`src/logic/cod_consts.vh`:
```
// Constants shared by the opcode decoder and the bus cycle engine.
// Assumes inclusion by bare name from files under logic/.
`ifndef COD_CONSTS_VH
`define COD_CONSTS_VH
// Operation classes
`define COD_CL_OTHER        5'h00
`define COD_CL_TBS_BRANCH   5'h01
`define COD_CL_TBC_BRANCH   5'h02
`define COD_CL_BIT_SET      5'h03
`define COD_CL_BIT_CLEAR    5'h04
`define COD_CL_BR_ALWAYS    5'h05
`define COD_CL_BR_COND      5'h06
`define COD_CL_MULTIPLY     5'h07
`define COD_CL_DIVIDE       5'h08
`define COD_CL_BG_DEBUG     5'h09
`define COD_CL_SW_INT       5'h0a
`define COD_CL_STOP         5'h0b
`define COD_CL_WAIT         5'h0c
`define COD_CL_IDXL_TO_ACC  5'h0d
`define COD_CL_DEC_BR_NZ    5'h0e
`define COD_CL_DECA_BR_NZ   5'h0f
`define COD_CL_MEM_MOVE     5'h10
`define COD_CL_REG_MEM      5'h11
`define COD_CL_PREFIX       5'h12
`define COD_CL_ILLEGAL      5'h13
// Addressing modes
`define COD_AM_INH          4'h0
`define COD_AM_IMM          4'h1
`define COD_AM_DIR          4'h2
`define COD_AM_EXT          4'h3
`define COD_AM_IX2          4'h4
`define COD_AM_IX1          4'h5
`define COD_AM_IX           4'h6
`define COD_AM_REL          4'h7
`define COD_AM_IXP          4'h8
`define COD_AM_IX1P         4'h9
`define COD_AM_DD           4'ha
`define COD_AM_DIXP         4'hb
`define COD_AM_IMD          4'hc
`define COD_AM_IXPD         4'hd
// Bus cycle kinds
`define COD_CY_FREE         3'h0
`define COD_CY_PROG         3'h1
`define COD_CY_READ         3'h2
`define COD_CY_WRITE        3'h3
`define COD_CY_PUSH         3'h4
`define COD_CY_POP          3'h5
`define COD_CY_VECTOR       3'h6
// Fixed values
`define COD_PREFIX_OP       8'h9e
`define COD_VEC_PAGE        8'hff
`define COD_RST_PC          16'h0000
`define COD_RST_SP          16'h00ff
`define COD_ONE16           16'h0001
`define COD_ONE8            8'h01
`endif

```
`src/logic/cod_decode.v`:
```
// Opcode decoder and bus cycle engine for the 8-bit core.
// Assumes the sequencer and synchronous memory share core_clk; memory
// returns read data in the same cycle the address is presented.
// Notes on behaviour
// - Free cycle lasts one clock, moves nothing, shows as a read.
// - Program fetch reads the next location; fetch address steps by one.
// - Vector fetch reads the top page, high byte before low byte.
// - A push writes one stack byte; a pop reads one stack byte.
// - Operand reads and writes each move one 8-bit value.
// - 0x00-0x0F: test bit and branch, set even, clear odd, 3 bytes.
// - 0x20 branch always; other 0x2x conditional; two bytes, three cycles.
// - 0x42 multiply five cycles; 0x52 divide six cycles; one byte.
// - 0x82 background debug entry, one byte, five or more cycles.
// - 0x83 software interrupt, eleven cycles, stacking then vector.
// - 0x8E stop, two or more cycles; 0x9E selects second page.
// - 0x8F wait two or more cycles; 0x9F index low to accumulator.
// - 0x3B decrement memory branch nonzero; 0x4B accumulator form.
// - 0x4E/5E/6E/7E memory moves with their own modes and lengths.
// - High nibble A-F picks register/memory mode and cycle count.
`timescale 1ns/100ps
`default_nettype none
`include "cod_consts.vh"
module cod_decode (
  input  wire        core_clk,
  input  wire        rst,
  input  wire        op_valid,
  input  wire [7:0]  op_byte,
  input  wire        cyc_start,
  input  wire [2:0]  cyc_kind,
  input  wire [15:0] cyc_addr,
  input  wire [7:0]  cyc_wdata,
  input  wire [7:0]  vec_offset,
  input  wire        pc_load,
  input  wire [15:0] pc_value,
  input  wire        sp_load,
  input  wire [15:0] sp_value,
  input  wire [7:0]  bus_rdata,
  output reg         dec_valid,
  output reg  [4:0]  dec_class,
  output reg  [3:0]  dec_mode,
  output reg  [1:0]  dec_len,
  output reg  [3:0]  dec_cycles,
  output reg         dec_open_end,
  output reg  [2:0]  dec_bit,
  output reg         dec_illegal,
  output reg         dec_page2,
  output reg         page2_pending,
  output reg  [15:0] bus_addr,
  output reg         bus_rd,
  output reg         bus_wr,
  output reg         bus_xfer,
  output reg  [7:0]  bus_wdata,
  output reg         busy,
  output reg  [7:0]  rdata,
  output reg         rdata_valid,
  output reg  [15:0] vector,
  output reg         vector_valid,
  output reg  [15:0] pc,
  output reg  [15:0] sp
);
  localparam ST_IDLE   = 2'h0;
  localparam ST_VEC_LO = 2'h1;
  localparam ST_VEC_CP = 2'h2;

  wire [4:0] t_cls;
  wire [3:0] t_mode;
  wire [1:0] t_len;
  wire [3:0] t_cyc;
  wire       t_open;
  wire [2:0] t_bit;
  reg  [1:0] state;
  reg        rd_pending;
  reg        vec_hi_pending;

  function [15:0] step16;
    input [15:0] v;
    input        down;
    begin
      step16 = down ? v - `COD_ONE16 : v + `COD_ONE16;
    end
  endfunction

  cod_op_table u_table (
    .op       (op_byte),
    .cls      (t_cls),
    .mode     (t_mode),
    .len      (t_len),
    .cyc      (t_cyc),
    .open_end (t_open),
    .bit_num  (t_bit)
  );

  ////////////////////////////////////////////////////////////////////////
  // Decode stage: one registered result per presented opcode byte
  always @(posedge core_clk or posedge rst) begin
    if (rst) begin
      dec_valid <= 1'b0;
      dec_class <= `COD_CL_OTHER;
      dec_mode <= `COD_AM_INH;
      dec_len <= 2'h0;
      dec_cycles <= 4'h0;
      dec_open_end <= 1'b0;
      dec_bit <= 3'h0;
      dec_illegal <= 1'b0;
      dec_page2 <= 1'b0;
      page2_pending <= 1'b0;
    end else begin
      dec_valid <= op_valid;
      if (op_valid) begin
        // Second-page bytes are flagged only; their table lives elsewhere
        dec_page2 <= page2_pending;
        page2_pending <= !page2_pending && op_byte == `COD_PREFIX_OP;
        dec_class <= page2_pending ? `COD_CL_OTHER : t_cls;
        dec_mode <= t_mode;
        dec_len <= t_len;
        dec_cycles <= t_cyc;
        dec_open_end <= t_open;
        dec_bit <= t_bit;
        dec_illegal <= !page2_pending && t_cls == `COD_CL_ILLEGAL;
      end
    end
  end

  ////////////////////////////////////////////////////////////////////////
  // Bus cycle engine: every cycle kind is one bus clock except the
  // vector fetch, which spends two reads on the top page.
  always @(posedge core_clk or posedge rst) begin
    if (rst) begin
      state <= ST_IDLE;
      bus_addr <= 16'h0000;
      bus_rd <= 1'b1;
      bus_wr <= 1'b0;
      bus_xfer <= 1'b0;
      bus_wdata <= 8'h00;
      busy <= 1'b0;
      rd_pending <= 1'b0;
      vec_hi_pending <= 1'b0;
      rdata <= 8'h00;
      rdata_valid <= 1'b0;
      vector <= 16'h0000;
      vector_valid <= 1'b0;
      pc <= `COD_RST_PC;
      sp <= `COD_RST_SP;
    end else begin
      bus_rd <= 1'b1;
      bus_wr <= 1'b0;
      bus_xfer <= 1'b0;
      rd_pending <= 1'b0;
      vec_hi_pending <= 1'b0;
      vector_valid <= 1'b0;
      rdata_valid <= rd_pending;
      if (rd_pending)
        rdata <= bus_rdata;
      if (vec_hi_pending)
        vector[15:8] <= bus_rdata;
      if (pc_load)
        pc <= pc_value;
      if (sp_load)
        sp <= sp_value;
      case (state)
        ST_IDLE: begin
          if (cyc_start) begin
            case (cyc_kind)
              `COD_CY_FREE: begin
                // Read with no transfer: memory sees no strobe
                bus_rd <= 1'b1;
              end
              `COD_CY_PROG: begin
                bus_addr <= pc;
                bus_xfer <= 1'b1;
                rd_pending <= 1'b1;
                if (!pc_load)
                  pc <= step16(pc, 1'b0);
              end
              `COD_CY_READ: begin
                bus_addr <= cyc_addr;
                bus_xfer <= 1'b1;
                rd_pending <= 1'b1;
              end
              `COD_CY_WRITE: begin
                bus_addr <= cyc_addr;
                bus_wdata <= cyc_wdata;
                bus_rd <= 1'b0;
                bus_wr <= 1'b1;
                bus_xfer <= 1'b1;
              end
              `COD_CY_PUSH: begin
                bus_addr <= sp;
                bus_wdata <= cyc_wdata;
                bus_rd <= 1'b0;
                bus_wr <= 1'b1;
                bus_xfer <= 1'b1;
                if (!sp_load)
                  sp <= step16(sp, 1'b1);
              end
              `COD_CY_POP: begin
                bus_addr <= step16(sp, 1'b0);
                bus_xfer <= 1'b1;
                rd_pending <= 1'b1;
                if (!sp_load)
                  sp <= step16(sp, 1'b0);
              end
              `COD_CY_VECTOR: begin
                bus_addr <= {`COD_VEC_PAGE, vec_offset};
                bus_xfer <= 1'b1;
                vec_hi_pending <= 1'b1;
                busy <= 1'b1;
                state <= ST_VEC_LO;
              end
              default: ;
            endcase
          end
        end
        ST_VEC_LO: begin
          // Low byte one above the high byte; never leaves the top page
          bus_addr <= {`COD_VEC_PAGE, bus_addr[7:0] + `COD_ONE8};
          bus_xfer <= 1'b1;
          state <= ST_VEC_CP;
        end
        ST_VEC_CP: begin
          vector[7:0] <= bus_rdata;
          vector_valid <= 1'b1;
          busy <= 1'b0;
          state <= ST_IDLE;
        end
        default: begin
          busy <= 1'b0;
          state <= ST_IDLE;
        end
      endcase
    end
  end
endmodule
`default_nettype wire

```
`src/logic/cod_op_table.v`:
```
// First-page opcode lookup: class, mode, length, cycles, bit number.
// Assumes a registered consumer; purely combinational.
`timescale 1ns/100ps
`default_nettype none
`include "cod_consts.vh"
module cod_op_table (
  input  wire [7:0] op,
  output reg  [4:0] cls,
  output reg  [3:0] mode,
  output reg  [1:0] len,
  output reg  [3:0] cyc,
  output reg        open_end,
  output wire [2:0] bit_num
);
  wire [3:0] hi = op[7:4];
  wire [3:0] lo = op[3:0];
  assign bit_num = op[3:1];

  always @* begin
    cls = `COD_CL_OTHER;
    mode = `COD_AM_INH;
    len = 2'h1;
    cyc = 4'h1;
    open_end = 1'b0;
    case (hi)
      4'h0: begin
        cls = op[0] ? `COD_CL_TBC_BRANCH : `COD_CL_TBS_BRANCH;
        mode = `COD_AM_DIR; len = 2'h3; cyc = 4'h5;
      end
      4'h1: begin
        cls = op[0] ? `COD_CL_BIT_CLEAR : `COD_CL_BIT_SET;
        mode = `COD_AM_DIR; len = 2'h2; cyc = 4'h5;
      end
      4'h2: begin
        cls = (lo == 4'h0) ? `COD_CL_BR_ALWAYS : `COD_CL_BR_COND;
        mode = `COD_AM_REL; len = 2'h2; cyc = 4'h3;
      end
      4'h3: begin
        mode = `COD_AM_DIR; len = 2'h2; cyc = 4'h5;
        case (lo)
          4'h1: len = 2'h3;
          4'h2: begin mode = `COD_AM_EXT; len = 2'h3; end
          4'h5: cyc = 4'h4;
          4'hb: begin
            cls = `COD_CL_DEC_BR_NZ; len = 2'h3; cyc = 4'h7;
          end
          4'hd: cyc = 4'h4;
          4'he: begin mode = `COD_AM_EXT; len = 2'h3; cyc = 4'h6; end
          default: ;
        endcase
      end
      4'h4, 4'h5: begin
        case (lo)
          4'h1: begin mode = `COD_AM_IMM; len = 2'h3; cyc = 4'h4; end
          4'h2: begin
            cls = hi[0] ? `COD_CL_DIVIDE : `COD_CL_MULTIPLY;
            cyc = hi[0] ? 4'h6 : 4'h5;
          end
          4'h5: begin
            mode = hi[0] ? `COD_AM_DIR : `COD_AM_IMM;
            len = hi[0] ? 2'h2 : 2'h3;
            cyc = hi[0] ? 4'h4 : 4'h3;
          end
          4'hb: begin
            cls = hi[0] ? `COD_CL_OTHER : `COD_CL_DECA_BR_NZ;
            len = 2'h2; cyc = 4'h4;
          end
          4'he: begin
            cls = `COD_CL_MEM_MOVE; cyc = 4'h5;
            mode = hi[0] ? `COD_AM_DIXP : `COD_AM_DD;
            len = hi[0] ? 2'h2 : 2'h3;
          end
          default: ;
        endcase
      end
      4'h6, 4'h7: begin
        mode = hi[0] ? `COD_AM_IX : `COD_AM_IX1;
        len = hi[0] ? 2'h1 : 2'h2;
        cyc = hi[0] ? 4'h4 : 4'h5;
        case (lo)
          4'h1: begin
            mode = hi[0] ? `COD_AM_IXP : `COD_AM_IX1P;
            len = hi[0] ? 2'h2 : 2'h3; cyc = 4'h5;
          end
          4'h2: begin mode = `COD_AM_INH; len = 2'h1; cyc = 4'h1; end
          4'h5: begin
            mode = hi[0] ? `COD_AM_DIR : `COD_AM_IMM;
            len = hi[0] ? 2'h2 : 2'h3;
            cyc = hi[0] ? 4'h5 : 4'h3;
          end
          4'hb: begin
            len = hi[0] ? 2'h2 : 2'h3;
            cyc = hi[0] ? 4'h6 : 4'h7;
          end
          4'hd: cyc = hi[0] ? 4'h3 : 4'h4;
          4'he: begin
            cls = `COD_CL_MEM_MOVE;
            mode = hi[0] ? `COD_AM_IXPD : `COD_AM_IMD;
            len = hi[0] ? 2'h2 : 2'h3;
            cyc = hi[0] ? 4'h5 : 4'h4;
          end
          default: ;
        endcase
      end
      4'h8: begin
        case (lo)
          4'h0: cyc = 4'h9;
          4'h1: cyc = 4'h4;
          4'h2: begin
            cls = `COD_CL_BG_DEBUG; cyc = 4'h5; open_end = 1'b1;
          end
          4'h3: begin cls = `COD_CL_SW_INT; cyc = 4'hb; end
          4'h6, 4'h8, 4'ha: cyc = 4'h3;
          4'h7, 4'h9, 4'hb: cyc = 4'h2;
          4'hd: cls = `COD_CL_ILLEGAL;
          4'he: begin
            cls = `COD_CL_STOP; cyc = 4'h2; open_end = 1'b1;
          end
          4'hf: begin
            cls = `COD_CL_WAIT; cyc = 4'h2; open_end = 1'b1;
          end
          default: ;
        endcase
      end
      4'h9: begin
        if (lo < 4'h4) begin
          cls = `COD_CL_BR_COND; mode = `COD_AM_REL; len = 2'h2; cyc = 4'h3;
        end else if (lo == 4'h4 || lo == 4'h5) begin
          cyc = 4'h2;
        end else if (lo == 4'h6) begin
          mode = `COD_AM_EXT; len = 2'h3; cyc = 4'h5;
        end else if (lo == 4'he) begin
          cls = `COD_CL_PREFIX; cyc = 4'h0;
        end else if (lo == 4'hf) begin
          cls = `COD_CL_IDXL_TO_ACC;
        end
      end
      default: begin
        cls = `COD_CL_REG_MEM;
        case (hi)
          4'ha: begin mode = `COD_AM_IMM; len = 2'h2; cyc = 4'h2; end
          4'hb: begin mode = `COD_AM_DIR; len = 2'h2; cyc = 4'h3; end
          4'hc: begin mode = `COD_AM_EXT; len = 2'h3; cyc = 4'h4; end
          4'hd: begin mode = `COD_AM_IX2; len = 2'h3; cyc = 4'h4; end
          4'he: begin mode = `COD_AM_IX1; len = 2'h2; cyc = 4'h3; end
          default: begin mode = `COD_AM_IX; len = 2'h1; cyc = 4'h3; end
        endcase
        if (lo == 4'hd) begin
          cyc = cyc + 4'h2;
          if (hi == 4'ha) begin
            mode = `COD_AM_REL; cyc = 4'h5;
          end
        end
        if (hi == 4'hf && (lo == 4'h7 || lo == 4'hf))
          cyc = 4'h2;
        if (op == 8'hac)
          cls = `COD_CL_ILLEGAL;
      end
    endcase
  end
endmodule
`default_nettype wire

```
`config.mk`:
```
export PLATFORM = sky130hd
export DESIGN_NAME = cod_decode
export DESIGN_NICKNAME = d
export VERILOG_FILES = /design/src/logic/cod_decode.v /design/src/logic/cod_op_table.v
export VERILOG_INCLUDE_DIRS = /design/src /design/src/logic
export SDC_FILE = /design/constraint.sdc
export NUM_CORES = 1
export LEC_CHECK = 0
export ABC_AREA = 1
export BUFFER_PORTS_ARGS = -buffer_cell sky130_fd_sc_hd__buf_2
export CORE_UTILIZATION = 50
export DETAILED_ROUTE_END_ITERATION = 10
export PLACE_DENSITY = 0.76
export SKIP_LAST_GASP = 1
export SLEW_MARGIN = 20
export SYNTH_ARGS = -nofsm -noshare
export SYNTH_HDL_FRONTEND = slang
export SYNTH_SLANG_ARGS = --single-unit
```
`constraint.sdc`:
```
create_clock -name core_clk -period 4.6 [get_ports core_clk]
set_input_delay 0.46 -clock core_clk [delete_from_list [all_inputs] [get_ports core_clk]]
set_output_delay 0.46 -clock core_clk [all_outputs]
set_load 0.1 [all_outputs]
```
==> flow_metrics.env <==
export IMPL_cts_path_max_buffers=2
export IMPL_finalSetupViolations=0
export IMPL_final_min_clock_period_ps=2172
export IMPL_fmax_ghz=0.4604
export IMPL_postRouteAntennaNets=0
export IMPL_grt_pass1_vias=7275
export IMPL_p_leak_nw=4.794
export IMPL_crit_required_ps=4890
export IMPL_die_h_um=123.4
export IMPL_grt_max_degree=82
export IMPL_syn_cell_area_sq_mm=0.007375
export IMPL_ys_ff_latch=113
export IMPL_cp_max_fo=14
export IMPL_initial_core_util=0.5093
export IMPL_drv_cap=0
export IMPL_final_hold_viol_count=0
export IMPL_multiInputGateArea_sq_mm=0.003926
export IMPL_skew_ps=7.855
export IMPL_cp_start_kind="input port"
export IMPL_seq_area_frac_synth=0.3850
export IMPL_cts_tree="yes"
export IMPL_synthArstFlopShare=1.000
export IMPL_core_area_sq_mm=0.01448
export IMPL_fin_tns_setup_ps=0
export IMPL_power_density_mw_per_mm2=475.6
export IMPL_ys_flop_type="dfrtp_1"
export IMPL_hpwl_um=17330
export IMPL_synth_edf_count=0
export IMPL_numPortBuffers=197
export IMPL_yosysUniqueCellTypes=49
export IMPL_clock_latency_ps=420
export IMPL_p_sw_mw=2.067
export IMPL_maxSlewViolCount=0
export IMPL_ir_drop_mv=0.2827
export IMPL_clkPwrFrac=0.297
export IMPL_final_seq_area_sq_mm=0.002839
export IMPL_cp_startpoint="cyc_kind[0]"
export IMPL_syn_to_final_growth_pct=22.29
export IMPL_post_cts_resized=0
export IMPL_viasPerCell=5.536
export IMPL_dpl_cell_count=1448
export IMPL_critPathArrivalTime_ps=2470
export IMPL_grt_pass1_wl_um=36240
export IMPL_final_nets=1376
export IMPL_syn_area_per_cell_sq_um=6.698
export IMPL_final_cells=1481
export IMPL_cts_sinks=113
export IMPL_yosysTopAreaCell="dfrtp_1"
export IMPL_min_delay_path_class="in2async"
export IMPL_rsz0062_at_grt="no"
export IMPL_tightest_slew_ps=752.1
export IMPL_worstSetupPathType="in2reg"
export IMPL_cts_root_buf="clkbuf_16"
export IMPL_post_cts_buffers=0
export IMPL_vias=8199
export IMPL_sw_frac_of_total=0.4820
export IMPL_ys_warn_count=0
export IMPL_pin_count=198
export IMPL_place_gp_congestion=1.047
export IMPL_drt_iter0_markers=708
export IMPL_dieArea_sq_mm=0.01524
export IMPL_cp_end_kind="flip-flop"
export IMPL_fin_crit_sh=0.4721
export IMPL_dr_pass1_iters=7
export IMPL_fin_total_pwr_mw=4.289
export IMPL_place_area_sq_mm=0.008442
export IMPL_status="complete, no violations"
export IMPL_drive_above_1_share=0.2222
export IMPL_grt_usage=0.3087
export IMPL_cts_buffers_inserted=17
export IMPL_seqPwrFrac=0.298
export IMPL_postCtsHoldBufs=0
export IMPL_p_int_mw=2.222
export IMPL_drt_wl_total_um=23060
export IMPL_wl_per_cell_um=15.57
export IMPL_synth_nets=1194
export IMPL_path_clk_slew_ps=50
export IMPL_netlist_instances=1101
export IMPL_fin_area_sq_mm=0.009019
export IMPL_die_w_um=123.4
export IMPL_fillers=1371
export IMPL_grt_overflow_total=0
export IMPL_synth_top_cell_area_share=0.3529
export IMPL_r2r_start="state[0]$_DFFE_PP0P_"
export IMPL_route_detailed_drc=0
export IMPL_hold_slack_ps=164.2
export IMPL_core_rowCount=44
export IMPL_synth_area_leaders="dfrtp_1, nand2_1, nor2_1"
export IMPL_antenna_found_initial=1
export IMPL_combPwrFrac=0.406
export IMPL_timing_slew_headroom=0.4981
export IMPL_htreeDepth=4
## cell usage in the layout, fill, tap and decap left out, types with 2 or more instances in the layout
cell and n:
mux2_2 14, nor3_1 11, o21ai_0 64, o211ai_1 11, a211oi_1 4, buf_2 197, inv_2 13, clkinv_1 2
nor2_1 128, nand4_1 18, a22oi_1 2, clkinv_2 5, o21ai_1 12, nor2_2 9, clkbuf_16 17, nor2_4 3
clkinv_4 4, inv_1 102, or2_1 3, bufinv_16 2, nand2_1 351, or2_2 4, dfrtp_1 104, xnor2_1 4
a21oi_1 64, a31oi_1 5, buf_4 2, o31ai_1 4, xor2_1 5, ha_1 4, dfstp_2 9, clkinvlp_4 3
o21bai_1 5, nand3_1 92, a221oi_1 2
## worst paths after layout
path / to / cells past startpoint / slack [ps]
worst max-delay path: bus_addr[2]$_DFFE_PP0P_ / 10 / 2430
worst min-delay path: dec_bit[1]$_DFFE_PP0P_ / 2 / 160
worst max register to register: sp[14]$_DFF_PP0_ / 10 / 2490
worst min register to register: bus_wdata[1]$_DFFE_PP0P_ / 2 / 460
max in group asynchronous: bus_rd$_DFF_PP1_ / 3 / 3480
min in group core_clk: bus_wdata[3]$_DFFE_PP0P_ / 3 / 250
## Yosys cell counts (2+ instances only)
| master | instances |
|---|---|
| xnor2_1 | 4 |
| clkbuf_1 | 17 |
| mux2_2 | 14 |
| inv_1 | 103 |
| a31oi_1 | 5 |
| o21ai_1 | 12 |
| nand3_1 | 92 |
| o31ai_1 | 4 |
| dfstp_2 | 9 |
| a21oi_1 | 64 |
| nor2_4 | 3 |
| nor2_1 | 128 |
| nor3_1 | 11 |
| o211ai_1 | 11 |
| o21bai_1 | 5 |
| inv_2 | 13 |
| or2_1 | 3 |
| o21ai_0 | 64 |
| buf_2 | 15 |
| nand2_1 | 351 |
| or2_2 | 4 |
| xor2_1 | 5 |
| ha_1 | 4 |
| clkinv_1 | 2 |
| a22oi_1 | 2 |
| a221oi_1 | 2 |
| nor2_2 | 9 |
| dfrtp_1 | 104 |
| nand4_1 | 18 |
| a211oi_1 | 4 |
## layer usage
layer,up-vias,global-route usage,wire [um]
li1,3955,-,-
met1,3706,0.4339,10050
met2,468,0.4672,10140
met3,70,0.05950,2203
met4,0,0.1197,677
met5,-,0,0
## flip-flops by register name (all words and copies together), names as in the netlist, 2 cells and up
name / count
bus_addr: 16
bus_wdata: 8
dec_bit: 3
dec_class: 5
dec_cycles: 4
dec_len: 2
dec_mode: 4
pc: 16
rdata: 8
sp: 16
state: 2
vector: 16
## through the flow
step / setup WS, ps / utilization
2_1_floorplan: 1168 / -
3_3_place_gp: 2217 / 0.5830
3_5_place_dp: 2086 / 0.5830
4_1_cts: 2516 / 0.6225
5_1_grt: 2284 / 0.6229
6_report: 2428 / 0.6229
## power groups by stage
stage	clock network [mW]	logic, mW	registers (mW)
after floorplan	0	0.395	2.30
after global placement	0	1.72	1.29
after detailed placement	0	1.73	1.29
after CTS	1.28	1.74	1.27
after global routing	1.33	1.84	1.30
final	1.27	1.74	1.28
## area by class of cell
type / instances / share of cell area
sequential: 113 / 0.3148
antenna: 1 / 0.0002775
clock buffer: 18 / 0.04759
inverter: 118 / 0.04967
tap: 184 / 0.02553
clock inverter: 14 / 0.01582
timing repair buffer: 199 / 0.1110
multi-input combinational: 834 / 0.4354
## cell families (layout without fill, tap and decap cells)
kind of cell | after synthesis | after routing | share of synthesized area
xor gates and xnor gates | 9 | 9 | 0.01069
DFF | 113 | 113 | 0.3850
other | 0 | 1 | 0
buffers and inverters | 154 | 349 | 0.08263
and+or+nand+nor | 625 | 625 | 0.3543
AOI/OAI and AO/OA | 181 | 181 | 0.1379
adders and majority gates | 4 | 4 | 0.006787
muxes | 15 | 15 | 0.02273
## critical path, stage by stage
cell and delay [ps]:
buf_2 260, nand2_1 110, nand2_1 60, nand2_1 230
o21ai_4 350, nand2_1 420, inv_2 310, a21oi_1 70
o31ai_1 90, nand2_1 90
(Power assumes the default switching activity.)
